[src/svm_pkg.sv]
// Package for the supply monitor control block: register offsets, field
// positions, reset values and timing constants.
// Assumes a plain address/strobe register port with 12-bit addresses.
package svm_pkg;

  // Register offsets (byte addresses on the plain register port)
  localparam logic [11:0] SVM_CTRL_OFS = 12'h0f2a;
  localparam logic [11:0] SVM_LSEL_OFS = 12'h0f2b;
  // Flag register, placed next to the two control registers
  localparam logic [11:0] SVM_FLAG_OFS = 12'h0f2c;

  // Control register field positions
  localparam int SVM_EN_BIT   = 7;
  localparam int SVM_OUT_BIT  = 5;
  localparam int SVM_RDY_BIT  = 4;
  localparam int SVM_RISE_BIT = 1;
  localparam int SVM_FALL_BIT = 0;
  // Flag register field positions
  localparam int SVM_FLAG_BIT = 0;
  localparam int SVM_IE_BIT   = 1;

  // Selector reset value and reserved code
  localparam logic [3:0] SVM_LSEL_RST = 4'h0;
  localparam logic [3:0] SVM_LSEL_RSVD = 4'hf;

  // Reference settle time in ns, and its cycle count at 100 MHz (rounded up)
  localparam int SVM_CLK_PERIOD_NS = 10;
  localparam int SVM_SETTLE_NS     = 25000;
  localparam int SVM_SETTLE_CYC    =
    (SVM_SETTLE_NS + SVM_CLK_PERIOD_NS - 1) / SVM_CLK_PERIOD_NS;

endpackage

[src/svm_sync.sv]
// Two-flop synchroniser for asynchronous single-bit levels.
// Assumes the input is a level that changes slowly compared with mclk.
`timescale 1ns/1ps
`default_nettype none
module svm_sync #(
  parameter int W = 2
) (
  input  wire logic         mclk,
  input  wire logic         rst,
  input  wire logic [W-1:0] din,
  output logic      [W-1:0] dout
);

  logic [W-1:0] meta_r;  // First stage, read only by the second

  // Two stages into the mclk domain
  always_ff @(posedge mclk or posedge rst) begin
    if (rst) begin
      meta_r <= '0;
      dout   <= '0;
    end else begin
      meta_r <= din;
      dout   <= meta_r;
    end
  end

endmodule
`default_nettype wire

[src/svm_ctrl.sv]
// Supply-voltage monitor control: registers, event flag and ready gating.
// Assumes the analog comparator and reference-ready levels are asynchronous,
// and that power-on/brown-out reset is flagged by a same-clock input.
//
// Decided for this implementation: the strobed register port.
`timescale 1ns/1ps
`default_nettype none

// How it works
// RULE1: Four-bit level selector; code 1111 reserved.
// RULE2: Supply reaching trip level sets event flag.
// RULE3: Rise enable flags supply at/above level.
// RULE4: Fall enable flags supply at/below level.
// RULE5: Both enables flag either direction.
// RULE6: Enable bit switches monitor; off means no events.
// RULE7: Status bit 5 shows supply below level.
// RULE8: Ready bit shows reference settled.
// RULE9: No flag nor wake before ready.
// RULE10: Settling timed by analog, not clock count.
// RULE11: Cleared flag resets while condition holds.
// RULE12: Software sets level, directions, enable, clears flag.
// RULE13: Software disables before changing settings.
// RULE14: Toggling enable makes no spurious event.
// RULE15: Keeps working asleep; event wakes device.
// RULE16: Stays active in idle and doze.
// RULE17: Any reset clears enable and directions.
// RULE18: Selector reset only on power/brownout.
// RULE19: Comparator and ready pass two flops.
// RULE20: Level detection sets flag every cycle.
module svm_ctrl (
  input  wire logic        mclk,
  input  wire logic        rst,
  input  wire logic        por_bor,
  input  wire logic [11:0] reg_addr,
  input  wire logic [7:0]  reg_wdata,
  input  wire logic        reg_wr,
  input  wire logic        reg_rd,
  output logic      [7:0]  reg_rdata,
  input  wire logic        cmp_below,
  input  wire logic        ref_ready,
  output logic             mon_enable,
  output logic      [3:0]  level_select,
  output logic             level_valid,
  output logic             voltage_event_flag,
  output logic             voltage_event_irq,
  output logic             wake_request
);

  // Software state
  logic       en_r;        // Monitor enable
  logic       rise_r;      // Rise-detect enable
  logic       fall_r;      // Fall-detect enable
  logic [3:0] lsel_r;      // Trip-level selector
  logic       flag_r;      // Event flag
  logic       ie_r;        // Event interrupt enable
  logic [7:0] rdata_r;     // Read data register
  logic [3:0] lsel_nxt;    // Next selector value
  logic       lvalid_r;    // Selector holds a usable code
  logic       irq_r;       // Interrupt output
  logic       wake_r;      // Wake request output

  // Synchronised analog levels
  logic [1:0] sync_out;
  logic       below_s;     // Supply at or below level
  logic       rdy_s;       // Reference ready

  // Both asynchronous levels cross into mclk here [RULE19]
  svm_sync #(
    .W (2)
  ) u_sync (
    .mclk (mclk),
    .rst  (rst),
    .din  ({cmp_below, ref_ready}),
    .dout (sync_out)
  );

  // Ready only counts while enabled; the analog reference times itself [RULE10]
  assign below_s = sync_out[1];
  assign rdy_s   = sync_out[0] & en_r; // [RULE8]

  // Register decode
  wire wr_ctrl = reg_wr & (reg_addr == svm_pkg::SVM_CTRL_OFS);
  wire wr_lsel = reg_wr & (reg_addr == svm_pkg::SVM_LSEL_OFS);
  wire wr_flag = reg_wr & (reg_addr == svm_pkg::SVM_FLAG_OFS);
  wire rd_ctrl = reg_addr == svm_pkg::SVM_CTRL_OFS;
  wire rd_lsel = reg_addr == svm_pkg::SVM_LSEL_OFS;
  wire rd_flag = reg_addr == svm_pkg::SVM_FLAG_OFS;

  // Level-based detection, gated by enable and ready [RULE2] [RULE6] [RULE9] [RULE20]
  wire rise_hit = rise_r & ~below_s;  // [RULE3]
  wire fall_hit = fall_r & below_s;   // [RULE4]
  // Either enable alone or both together [RULE5]
  wire det_set  = en_r & rdy_s & lvalid_r & (rise_hit | fall_hit);
  // Detection is level-based, so an enable edge alone flags nothing unless the condition holds [RULE14]

  // Readback image of the control register
  wire [7:0] ctrl_img = {en_r, 1'b0, below_s & rdy_s, rdy_s, 2'b00, rise_r, fall_r}; // [RULE7]
  wire [7:0] rd_mux   = rd_ctrl ? ctrl_img :
                        rd_lsel ? {4'h0, lsel_r} :
                        rd_flag ? {6'h00, ie_r, flag_r} : 8'h00;

  // Selector next value
  assign lsel_nxt = wr_lsel ? reg_wdata[3:0] : lsel_r;

  // Control bits take the reset value on any reset [RULE17]
  always_ff @(posedge mclk or posedge rst) begin
    if (rst) begin
      en_r   <= 1'b0;
      rise_r <= 1'b0;
      fall_r <= 1'b0;
      ie_r   <= 1'b0;
    end else begin
      if (wr_ctrl) begin
        en_r   <= reg_wdata[svm_pkg::SVM_EN_BIT];
        rise_r <= reg_wdata[svm_pkg::SVM_RISE_BIT];
        fall_r <= reg_wdata[svm_pkg::SVM_FALL_BIT];
      end
      if (wr_flag) begin
        ie_r <= reg_wdata[svm_pkg::SVM_IE_BIT];
      end
    end
  end

  // Selector kept across ordinary resets, cleared on power/brownout [RULE18]
  always_ff @(posedge mclk) begin
    if (por_bor) begin
      lsel_r <= svm_pkg::SVM_LSEL_RST;
    end else begin
      lsel_r <= lsel_nxt;
    end
  end

  // Reserved code gives no detection [RULE1]
  always_ff @(posedge mclk or posedge rst) begin
    if (rst) begin
      lvalid_r <= 1'b0;
    end else begin
      lvalid_r <= (lsel_r != svm_pkg::SVM_LSEL_RSVD);
    end
  end

  // Event flag: set wins over a software clear [RULE11]
  always_ff @(posedge mclk or posedge rst) begin
    if (rst) begin
      flag_r <= 1'b0;
    end else if (det_set) begin
      flag_r <= 1'b1;
    end else if (wr_flag) begin
      flag_r <= reg_wdata[svm_pkg::SVM_FLAG_BIT];
    end
  end

  // Interrupt and wake; no clock gating so sleep, idle, doze keep it live [RULE15] [RULE16]
  always_ff @(posedge mclk or posedge rst) begin
    if (rst) begin
      irq_r  <= 1'b0;
      wake_r <= 1'b0;
    end else begin
      irq_r  <= flag_r & ie_r;
      wake_r <= flag_r & ie_r;
    end
  end

  // Read data one cycle after the strobe, zero otherwise
  always_ff @(posedge mclk or posedge rst) begin
    if (rst) begin
      rdata_r <= 8'h00;
    end else begin
      rdata_r <= reg_rd ? rd_mux : 8'h00;
    end
  end

  // Outputs to the analog side; selector passed on whatever its code, with level_valid beside it
  always_ff @(posedge mclk or posedge rst) begin
    if (rst) begin
      mon_enable   <= 1'b0;
      level_select <= 4'h0;
      level_valid  <= 1'b0;
    end else begin
      mon_enable   <= en_r;
      level_select <= lsel_r;
      level_valid  <= lvalid_r;
    end
  end

  assign reg_rdata          = rdata_r;
  assign voltage_event_flag = flag_r;
  assign voltage_event_irq  = irq_r;
  assign wake_request       = wake_r;

endmodule
`default_nettype wire

[config.mk]
export PLATFORM = sky130hd
export DESIGN_NAME = svm_ctrl
export DESIGN_NICKNAME = d
export VERILOG_FILES = /design/src/svm_pkg.sv /design/src/svm_sync.sv /design/src/svm_ctrl.sv
export SDC_FILE = /design/constraint.sdc
export NUM_CORES = 1
export LEC_CHECK = 0
export BUFFER_PORTS_ARGS = -buffer_cell sky130_fd_sc_hd__buf_2
export CORE_ASPECT_RATIO = 0.7
export CORE_UTILIZATION = 47
export CTS_BUF_LIST = sky130_fd_sc_hd__clkbuf_16
export DETAILED_ROUTE_END_ITERATION = 6
export GPL_ROUTABILITY_DRIVEN = 0
export PLACE_DENSITY_LB_ADDON = 0.1
export SETUP_SLACK_MARGIN = 0.15
export SYNTH_ARGS = -nofsm -noshare
export SYNTH_HDL_FRONTEND = slang
export SYNTH_SLANG_ARGS = --single-unit
[constraint.sdc]
create_clock -name mclk -period 1 [get_ports mclk]
set_input_delay 0.05 -clock mclk [delete_from_list [all_inputs] [get_ports mclk]]
set_output_delay 0.05 -clock mclk [all_outputs]
set_load 0.05 [all_outputs]
==> results by group, run 1 <==
Outcome
  • Status: complete, but fails checks
  • Failing checks: negative setup slack

Floorplan
  • Die Y: 43.6 um
  • Die area: 2680 um2
  • Starting Density: 0.518
  • Die Wd: 61.4 um
  • IO Count: 44
  • Rows: 14
  • Core Area: 2240 um2

Synth
  • Fraction of registers with async set/reset: 0.857
  • Share of Yosys cell area claimed by the top area cell type: 0.517
  • Register bit total from synthesis: 28
  • Synthesized area: 1160 um2
  • Syn Area/Cell: 13.3 um2
  • Main flop type after synthesis: dfrtp_1
  • Cell taking the most area after synthesis: dfrtp_1
  • Synth top cells by count: dfrtp_1, nand2b_1, mux2i_1
  • Yosys cell types: 29
  • Syn Inst Count: 87
  • Register area share after synthesis: 0.586
  • Post-synth EDFFs: 0
  • Yosys warnings: 0
  • Syn nets: 114
  • Most common cell in the netlist: dfrtp_1
  • Dominant cells by area after synthesis: dfrtp_1, dfxtp_1, mux2i_1, nand2b_1, mux2_2

Detailed routing
  • DRC violations left: 0
  • Initial DRC Count: 24
  • Vias: 972
  • Wirelength per Cell: 16.5 um
  • Vias/cell: 5.37
  • DRT Wirelength: 2.99 mm
  • DRT antenna net count: 0
  • Initial DRT Pass Iterations: 4

STA
  • RSZ-0062 raised after global routing: true
  • Clk_skew: 1.83 ps
  • Final Hold Fails: 0
  • Final Max Tran Viols: 0
  • Peak Freq: 977 MHz
  • Final worst-path cycle share: 1.02
  • Count of final setup violators: 1
  • Crit path time final: 1020 ps
  • Setup ws final: -24.0 ps

Power and ir drop
  • Sequential power share: 0.510
  • Internal power: 1.79 mW
  • Sw Pwr: 0.457 mW
  • Comb pwr share: 0.100
  • Switching fraction of total power: 0.203
  • Maximum VDD drop: 0.00102 V
  • Clk pwr share: 0.390
  • Leakage: 0.864 nW
  • PwrDens: 1220 nW/um2

Final layout
  • Final cell count without fillers: 181
  • Fill count: 127
  • Area delta synth->final: 58.7%
  • ANT cells: 0
  • Share of cells above drive strength 1: 0.530
  • Fin nets: 177
  • Area of the multi-input gates: 523 um2
  • Sequential Area: 686 um2

Hold path
  • WHS Path Cells: 2
  • Hold WC Path Type: primary input to flop

CTS
  • Clk root buf: clkbuf_16
  • Num CTS Buffers: 3
  • Worst skew pair latency: 260 ps
  • Clock transition at the registers of the reported paths: 60 ps
  • H-tree depth: 1
  • Clock net sink count: 28
  • Clock tree buffer depth: 2
  • CTS tree: yes

Setup path
  • WP data required: 1140 ps
  • Crit-path max FO: 4
  • RR Startpoint: voltage_event_flag$_DFFE_PP0P_
  • Crit start category: flop
  • Slowest cell on crit path: dfrtp_2
  • R2R cell count: 3
  • Crit Reg-Reg Endpoint: voltage_event_flag$_DFFE_PP0P_
  • Worst setup path end: voltage_event_flag$_DFFE_PP0P_
  • Worst path cell trace: inv_1 > a41oi_1 > a311o_1
  • Crit path launch: voltage_event_flag$_DFFE_PP0P_
  • CP Capture Type: flop
  • Arrival time at the worst endpoint: 1160 ps
  • Slowest cell delay on critical path: 450 ps
  • Critical path class: flop to flop
  • Worst reg-to-reg setup slack: -20 ps

GRT
  • Largest net degree at the start of global routing: 25
  • GRT overflow: 0
  • Initial antenna violation count: 0
  • First-pass GRT wire length: 4.28 mm
  • All-Layer GR Usage: 0.227
  • Vias in the first global route: 934

Job
  • Max cap viols: 0

Placed design
  • Port Buffers: 39
  • DP Cell Count: 170
  • Post-place setup slack: -251 ps
  • Detail Placement HPWL: 1.90 mm
through the flow:
stage          TNS, ps  hold slack (ps)   util  power (mW)  instance area, um2
2_1_floorplan     -263             64.5      -        1.24                1180
3_3_place_gp     -2430             93.7  0.676        1.34                1520
3_5_place_dp     -2880             95.7  0.676        1.35                1520
4_1_cts          -9.57             37.1  0.793        2.24                1780
5_1_grt           -103             48.5  0.822        2.32                1840
6_report         -24.0             51.1  0.822        2.25                1840
layout by cell type, fill, tap and decap left out, types with 4 or more instances in the layout:
master | synthesis | routed
inv_1 | 4 | 4
mux2_4 | 0 | 4
buf_2 | 0 | 21
nand2b_1 | 8 | 8
buf_4 | 2 | 16
nand4_1 | 4 | 4
mux2i_1 | 5 | 5
dfrtp_1 | 24 | 22
buf_6 | 0 | 16
cells by family after synthesis:
kind of cell    after synthesis  share of synthesized area
compound gates                6                     0.0506
buf+inv                       6                     0.0259
flops                        28                      0.586
mux                           9                     0.0819
other cells                   1                    0.00323
simple gates                 37                      0.252
registers in the layout, summed over array words and instances, names as in the netlist:
name and flops:
en_r 1, fall_r 1, ie_r 1, level_select 4
level_valid 1, lsel_r 4, lvalid_r 1, mon_enable 1
reg_rdata 7, rise_r 1, u_sync.dout 2, u_sync.meta_r 2
voltage_event_flag 1, wake_request 1
critical path: cells and delay by family (launching register included):
kind            cells  cell delay [ps]
compound gates      2              390
buf+inv             1               70
flops               1              450
routing by layer:
metal  wire length, um  part of all wire  global-route usage
met1              1190              0.40               0.283
met3               230             0.077              0.0597
met5                 0                 0                   0
met2              1530              0.51               0.396
met4                42             0.014              0.0533
worst min path at each step:
stage	from	endpoint	slack [ps]
after floorplan	rst	en_r$_DFFE_PP0P_	60
after global placement	rst	reg_rdata[7]$_DFF_PP0_	90
after detailed placement	rst	reg_rdata[2]$_DFF_PP0_	100
after CTS	reg_wdata[7]	en_r$_DFFE_PP0P_	40
after global routing	reg_wdata[7]	en_r$_DFFE_PP0P_	50
final	reg_wdata[7]	en_r$_DFFE_PP0P_	50
final cells by class:
type / instances / share of cell area
Sequential cell: 28 / 0.372
Multi-Input combinational cell: 53 / 0.284
Timing Repair Buffer: 60 / 0.272
Clock buffer: 3 / 0.0407
Tap cell: 32 / 0.0217
Inverter: 4 / 0.00815
Clock inverter: 1 / 0.00204
power groups by stage:
stage | Sequential (mW) | Combinational, mW | Clock, mW
floorplan | 1.17 | 0.0751 | 0
CTS | 1.15 | 0.210 | 0.887
finish | 1.15 | 0.225 | 0.875
global placement | 1.17 | 0.174 | 0
global route | 1.15 | 0.243 | 0.933
detailed placement | 1.17 | 0.181 | 0
what timing repair did:
| item | CTS | global route |
|---|---|---|
| endpoints found under the hold margin | 26 | 0 |
| setup endpoints to repair | 31 | 29 |
| setup buffers | 0 | 4 |
| resized for setup | 41 | 8 |
| pin swaps | 3 | 5 |
| hold buffers | 3 | 0 |
Power figures use the tool's default switching activity.
==> run 2, diff against run 1 <==
Settings changed: GPL_TIMING_DRIVEN set to 0.
==> run 2 against run 1 <==
  * The run ends with negative hold slack, negative setup slack left
  * Combinational power is 18% lower
  * Register-to-register slack worse by 20 ps
  * Clock skew hardly changed
  * Critical path depth stayed put
  * Via count is 9.9% lower
  * First-iteration DRC count is 42% higher
  * Non-clock buffer count is 12 lower
  * Count of clock-buffer cells in the layout stayed put
  * Cell count is 6.6% lower
  * Clock power hardly changed
  * Maximum frequency is 2.4% lower
  * Die area stayed put
==> results by group, run 2 (same netlist as run 1, synthesis figures left out) <==
Placed design
  • Cell Area, Placed: 1410 um2 (-6.8%)
  • Detail Placement HPWL: 1.67 mm (-12%)
  • DP Cell Count: 158 (-7.1%)
  • Port Buffers: 39 (unchanged)

Power and ir drop
  • Internal power: 1.77 mW (-1.3%)
  • Leakage: 0.809 nW (-6.4%)
  • Switching fraction of total power: 0.200 (-0.00376)
  • Comb pwr share: 0.084 (-0.016)
  • Maximum VDD drop: 0.000986 V (-3.8%)
  • Sequential power share: 0.519 (+0.009)
  • PwrDens: 1270 nW/um2 (+4.5%)
  • Power after layout: 2.21 mW (-1.8%)
  • Clk pwr share: 0.397 (+0.007)
  • Sw Pwr: 0.440 mW (-3.6%)

Detailed routing
  • Wirelength per Cell: 14.5 um (-12%)
  • Vias: 876 (-9.9%)
  • Initial DRT Pass Iterations: 4 (unchanged)
  • Initial DRC Count: 34 (+42%)
  • DRT Wirelength: 2.45 mm (-18%)
  • DRT antenna net count: 0 (unchanged)
  • DRC violations left: 0 (unchanged)
  • Vias/cell: 5.18 (-3.5%)

STA
  • Slew margin rel.: 0.429
  • Crit path time final: 1050 ps (+24.8 ps)
  • Peak Freq: 954 MHz (-2.4%)
  • Count of final setup violators: 3 (+2)
  • RSZ-0062 raised after global routing: true
  • Final Hold Fails: 24 (+24)
  • Final worst-path cycle share: 1.05 (+0.0248)
  • Final Max Tran Viols: 0 (unchanged)
  • Setup_tns: -50.9 ps (-26.9 ps)
  • Clk_skew: 1.44 ps (-0.388 ps)
  • Worst Tran Pin Value: 855 ps
  • Hold WS: -33.8 ps (-84.9 ps)
  • Setup ws final: -48.8 ps (-24.8 ps)

Floorplan
  • Rows: 14 (unchanged)
  • Die Y: 43.6 um (unchanged)
  • Core Area: 2240 um2 (unchanged)
  • Die Wd: 61.4 um (unchanged)
  • IO Count: 44 (unchanged)
  • Starting Density: 0.518 (unchanged)
  • Die area: 2680 um2 (unchanged)

Final layout
  • Share of cells above drive strength 1: 0.474 (-0.0557)
  • Area delta synth->final: 49.2%
  • Final Cell Area: 1730 um2 (-6.0%)
  • Max FFs per register: 7 (unchanged)
  • Fill count: 154 (+21%)
  • Fin nets: 165 (-6.8%)
  • ANT cells: 0 (unchanged)
  • Most common cell after layout, fill and taps aside: dfrtp_1
  • Final cell count without fillers: 169 (-6.6%)
  • Commonest non-fill, non-tap cells in the layout: dfrtp_1, buf_6, buf_2

Setup path
  • CP Capture Type: flop
  • Crit path launch: u_sync.dout[1]$_DFF_PP0_
  • Slowest cell delay on critical path: 380 ps (-70 ps)
  • Worst path cell trace: mux2i_1 > nor2_1 > a311o_1
  • RR Startpoint: u_sync.dout[1]$_DFF_PP0_
  • Crit-path max FO: 2 (-2)
  • Worst reg-to-reg setup slack: -50 ps (-20 ps)
  • Slowest cell on crit path: dfrtp_1
  • Crit Reg-Reg Endpoint: voltage_event_flag$_DFFE_PP0P_
  • Arrival time at the worst endpoint: 1190 ps (+30 ps)
  • R2R cell count: 3 (unchanged)
  • Crit start category: flop
  • WP data required: 1140 ps (about the same)
  • Critical path class: flop to flop

Outcome
  • Failing checks: negative hold slack, negative setup slack
  • Status: complete, but fails checks

Job
  • Max cap viols: 0 (unchanged)

GRT
  • GRT overflow: 0 (unchanged)
  • First-pass GRT wire length: 3.91 mm (-8.7%)
  • Vias in the first global route: 848 (-9.2%)
  • Initial antenna violation count: 0 (unchanged)
  • All-Layer GR Usage: 0.207 (-0.0199)
  • Largest net degree at the start of global routing: 25 (unchanged)

Hold path
  • Hold WC Path Type: primary input to asynchronous set/reset pin

CTS
  • Clock transition at the registers of the reported paths: 60 ps (about the same)
  • CTS tree: yes
  • Worst skew pair latency: 260 ps (about the same)
  • Num CTS Buffers: 3 (unchanged)
  • H-tree depth: 1 (unchanged)
  • Clock tree buffer depth: 2 (unchanged)
  • Clock net sink count: 28 (unchanged)
  • Clk root buf: clkbuf_16
run 2: worst max-delay path, delay by kind of cell, from the launching register on:
family | cells | cell delay, ps
flip-flops | 1 | 380
multiplexers | 1 | 210
AO/OA/AOI/OAI | 1 | 270
AND/OR/NAND/NOR | 1 | 60
run 2: final cells by class:
type	count	area, um2	area share
clock inverters	1	3.75	0.00217
flip-flops and latches	28	686	0.396
repair buffers	46	408	0.235
well taps	32	40.0	0.0231
multi-input cells	53	487	0.281
inverters	4	15.0	0.00866
plain buffers	2	18.8	0.0108
clock buffers	3	75.1	0.0433
run 2: worst max path at each step:
stage                                           to  slack (ps)  cells after the start
finish              voltage_event_flag$_DFFE_PP0P_         -50                      3
global route                      en_r$_DFFE_PP0P_         -80                      5
CTS                 voltage_event_flag$_DFFE_PP0P_         -30                      3
detailed placement              fall_r$_DFFE_PP0P_        -320                      4
global placement                fall_r$_DFFE_PP0P_        -280                      4
floorplan                         en_r$_DFFE_PP0P_         -70                      3
run 2: power groups by stage:
stage               clock network [mW]  registers [mW]  logic (mW)
finish                           0.875            1.15       0.185
global route                     0.935            1.15       0.200
CTS                              0.888            1.15       0.182
detailed placement                   0            1.17       0.155
global placement                     0            1.17       0.149
floorplan                            0            1.17      0.0751
run 2: through the flow:
step / worst slack, ps / util
6_report: -48.8 / 0.773
5_1_grt: -76.6 / 0.773
4_1_cts: -33.0 / 0.762
3_5_place_dp: -324 / 0.631
3_3_place_gp: -283 / 0.631
2_1_floorplan: -68.0 / -
run 2: per-layer routing:
metal / global-route usage / vias to the layer above / routed length (um)
li1: - / 414 / -
met1: 0.267 / 418 / 1090
met2: 0.343 / 38 / 1210
met3: 0.0567 / 6 / 124
met4: 0.0622 / 0 / 33
met5: 0 / - / 0
run 2: what timing repair did:
action                                 4_1_cts  5_1_grt
pin swaps                                    6        3
setup buffers                                5        0
resized for setup                           41        6
hold buffers                                 2        0
endpoints found under the hold margin       26        0
setup endpoints to repair                   26       26
==> run 3, diff against run 2 <==
Settings changed: CORE_ASPECT_RATIO 0.7 to 0.75.
==> run 3 against run 2 <==
  * The flow still finishes with violations (negative hold slack, negative setup slack)
  * Register-to-register slack barely moved
  * Worst setup slack gained 7.6 ps
  * Die area is essentially flat
  * Count of clock-buffer cells in the layout unchanged
==> results by group, run 3 (same netlist as run 1, synthesis figures left out) <==
STA
  • Slew margin rel.: 0.430 (about the same)
  • RSZ-0062 raised after global routing: true
  • Final Hold Fails: 24 (unchanged)
  • Clk_skew: 2.22 ps (+0.773 ps)
  • Crit path time final: 1040 ps (-7.64 ps)
  • Setup ws final: -41.1 ps (+7.64 ps)
  • Final Max Tran Viols: 0 (unchanged)
  • Worst Tran Pin Value: 854 ps (-0.406 ps)
  • Hold WS: -34.3 ps (-0.534 ps)
  • Count of final setup violators: 1 (-2)
  • Peak Freq: 960 MHz (+0.73%)
  • Final worst-path cycle share: 1.04 (-0.00764)

Setup path
  • Critical path class: flop to flop
  • Slowest cell delay on critical path: 380 ps (about the same)
  • Arrival time at the worst endpoint: 1170 ps (-20 ps)
  • Crit Reg-Reg Endpoint: voltage_event_flag$_DFFE_PP0P_
  • Crit path buffers/inverters: 0 (unchanged)
  • Worst path cell trace: mux2i_1 > nor2_1 > a311o_1
  • RR Startpoint: u_sync.dout[1]$_DFF_PP0_
  • Worst reg-to-reg setup slack: -40 ps (about the same)
  • Crit-path max FO: 2 (unchanged)
  • Crit start category: flop
  • R2R cell count: 3 (unchanged)
  • WP data required: 1130 ps (about the same)
  • CP Capture Type: flop
  • Slowest cell on crit path: dfrtp_1
  • Critical path depth in cells: 3 (unchanged)
  • CP delay by family, top: flip-flops

GRT
  • Vias in the first global route: 838 (-1.2%)
  • Initial antenna violation count: 0 (unchanged)
  • First-pass GRT wire length: 3.89 mm (-0.36%)
  • GRT overflow: 0 (unchanged)
  • Largest net degree at the start of global routing: 25 (unchanged)
  • All-Layer GR Usage: 0.204 (-0.00317)

Floorplan
  • Starting Density: 0.503 (-0.0149)
  • Die area: 2680 um2 (about the same)
  • Die Wd: 59.4 um (-3.3%)
  • Core Area: 2310 um2 (+3.0%)
  • Rows: 15 (+1)
  • IO Count: 44 (unchanged)
  • Die Y: 45.0 um (+3.3%)

CTS
  • Num CTS Buffers: 3 (unchanged)
  • Worst skew pair latency: 250 ps (about the same)
  • CTS tree: yes
  • Clock tree buffer depth: 2 (unchanged)
  • Clk root buf: clkbuf_16
  • Clock transition at the registers of the reported paths: 60 ps (about the same)
  • Clock net sink count: 28 (unchanged)
  • H-tree depth: 1 (unchanged)

Final layout
  • Share of cells above drive strength 1: 0.518 (+0.0433)
  • Fin nets: 169 (+2.4%)
  • Fill count: 146 (-5.2%)
  • Area delta synth->final: 56.2%
  • Most common cell after layout, fill and taps aside: buf_6
  • Commonest non-fill, non-tap cells in the layout: buf_6, dfrtp_1, buf_2
  • Area of the multi-input gates: 515 um2 (+5.9%)
  • ANT cells: 0 (unchanged)
  • Max FFs per register: 7 (unchanged)
  • Sequential Area: 686 um2 (unchanged)

Detailed routing
  • Vias: 891 (+1.7%)
  • Initial DRC Count: 22 (-35%)
  • DRC violations left: 0 (unchanged)
  • DRT Wirelength: 2.59 mm (+5.7%)
  • Wirelength per Cell: 14.8 um (+2.1%)
  • Vias/cell: 5.09 (-1.8%)
  • DRT antenna net count: 0 (unchanged)
  • Initial DRT Pass Iterations: 6 (+2)

Outcome
  • Status: complete, but fails checks
  • Failing checks: negative hold slack, negative setup slack

Hold path
  • Hold WC Path Type: primary input to asynchronous set/reset pin

Power and ir drop
  • PwrDens: 1220 nW/um2 (-4.1%)
  • Leakage: 0.832 nW (+2.8%)
  • Maximum VDD drop: 0.000931 V (-5.6%)
  • Power after layout: 2.21 mW (+0.35%)

Placed design
  • Post-place setup slack: -288 ps (+35.6 ps)
  • Detail Placement HPWL: 1.62 mm (-2.8%)
  • Port Buffers: 39 (unchanged)

Job
  • Max cap viols: 0 (unchanged)
run 3: how the worst max path moves through the flow:
stage                     slack (ps)                     start                             end
final                            -40  u_sync.dout[1]$_DFF_PP0_  voltage_event_flag$_DFFE_PP0P_
after floorplan                  -70               reg_addr[0]                en_r$_DFFE_PP0P_
after global routing            -100  u_sync.dout[1]$_DFF_PP0_  voltage_event_flag$_DFFE_PP0P_
after detailed placement        -290               reg_addr[0]                en_r$_DFFE_PP0P_
after global placement          -290               reg_addr[0]              fall_r$_DFFE_PP0P_
after CTS                        -40  u_sync.dout[1]$_DFF_PP0_  voltage_event_flag$_DFFE_PP0P_
run 3: repair_timing:
item,CTS,global route
pin swaps,6,10
hold buffers,2,0
buffers inserted,5,4
gates cloned,0,0
gates resized for setup,36,25
hold endpoints to repair,26,0
setup endpoints to repair,26,26
run 3: area by class of cell:
| class | count | area share |
|---|---|---|
| sequential | 28 | 0.378 |
| multi-input combinational | 53 | 0.284 |
| timing repair buffer | 50 | 0.252 |
| clock buffer | 3 | 0.0414 |
| tap | 34 | 0.0234 |
| buffer | 2 | 0.0103 |
| inverter | 4 | 0.00828 |
| clock inverter | 1 | 0.00207 |
run 3: metal layers:
layer / track usage / part of all wire / wire (um)
met1: 0.258 / 0.42 / 1090
met2: 0.355 / 0.53 / 1370
met3: 0.0544 / 0.044 / 115
met5: 0 / 0 / 0
met4: 0.0429 / 0.0042 / 11
run 3: stage by stage:
step | utilization | setup TNS (ps) | std cells | instance area (um2)
after CTS | 0.722 | -114 | 171 | 1670
after detailed placement | 0.614 | -2280 | 160 | 1420
final | 0.786 | -41.1 | 175 | 1810
after global routing | 0.786 | -105 | 175 | 1810
after global placement | 0.614 | -2000 | 160 | 1420
after floorplan | - | -263 | 87 | 1180
run 3: power by group:
part | leakage [nW] | total (mW) | switching, mW | internal, mW
combinational | 0.452 | 0.209 | 0.0989 | 0.110
clock | 0.0385 | 0.859 | 0.325 | 0.534
sequential | 0.342 | 1.15 | 0.00598 | 1.14
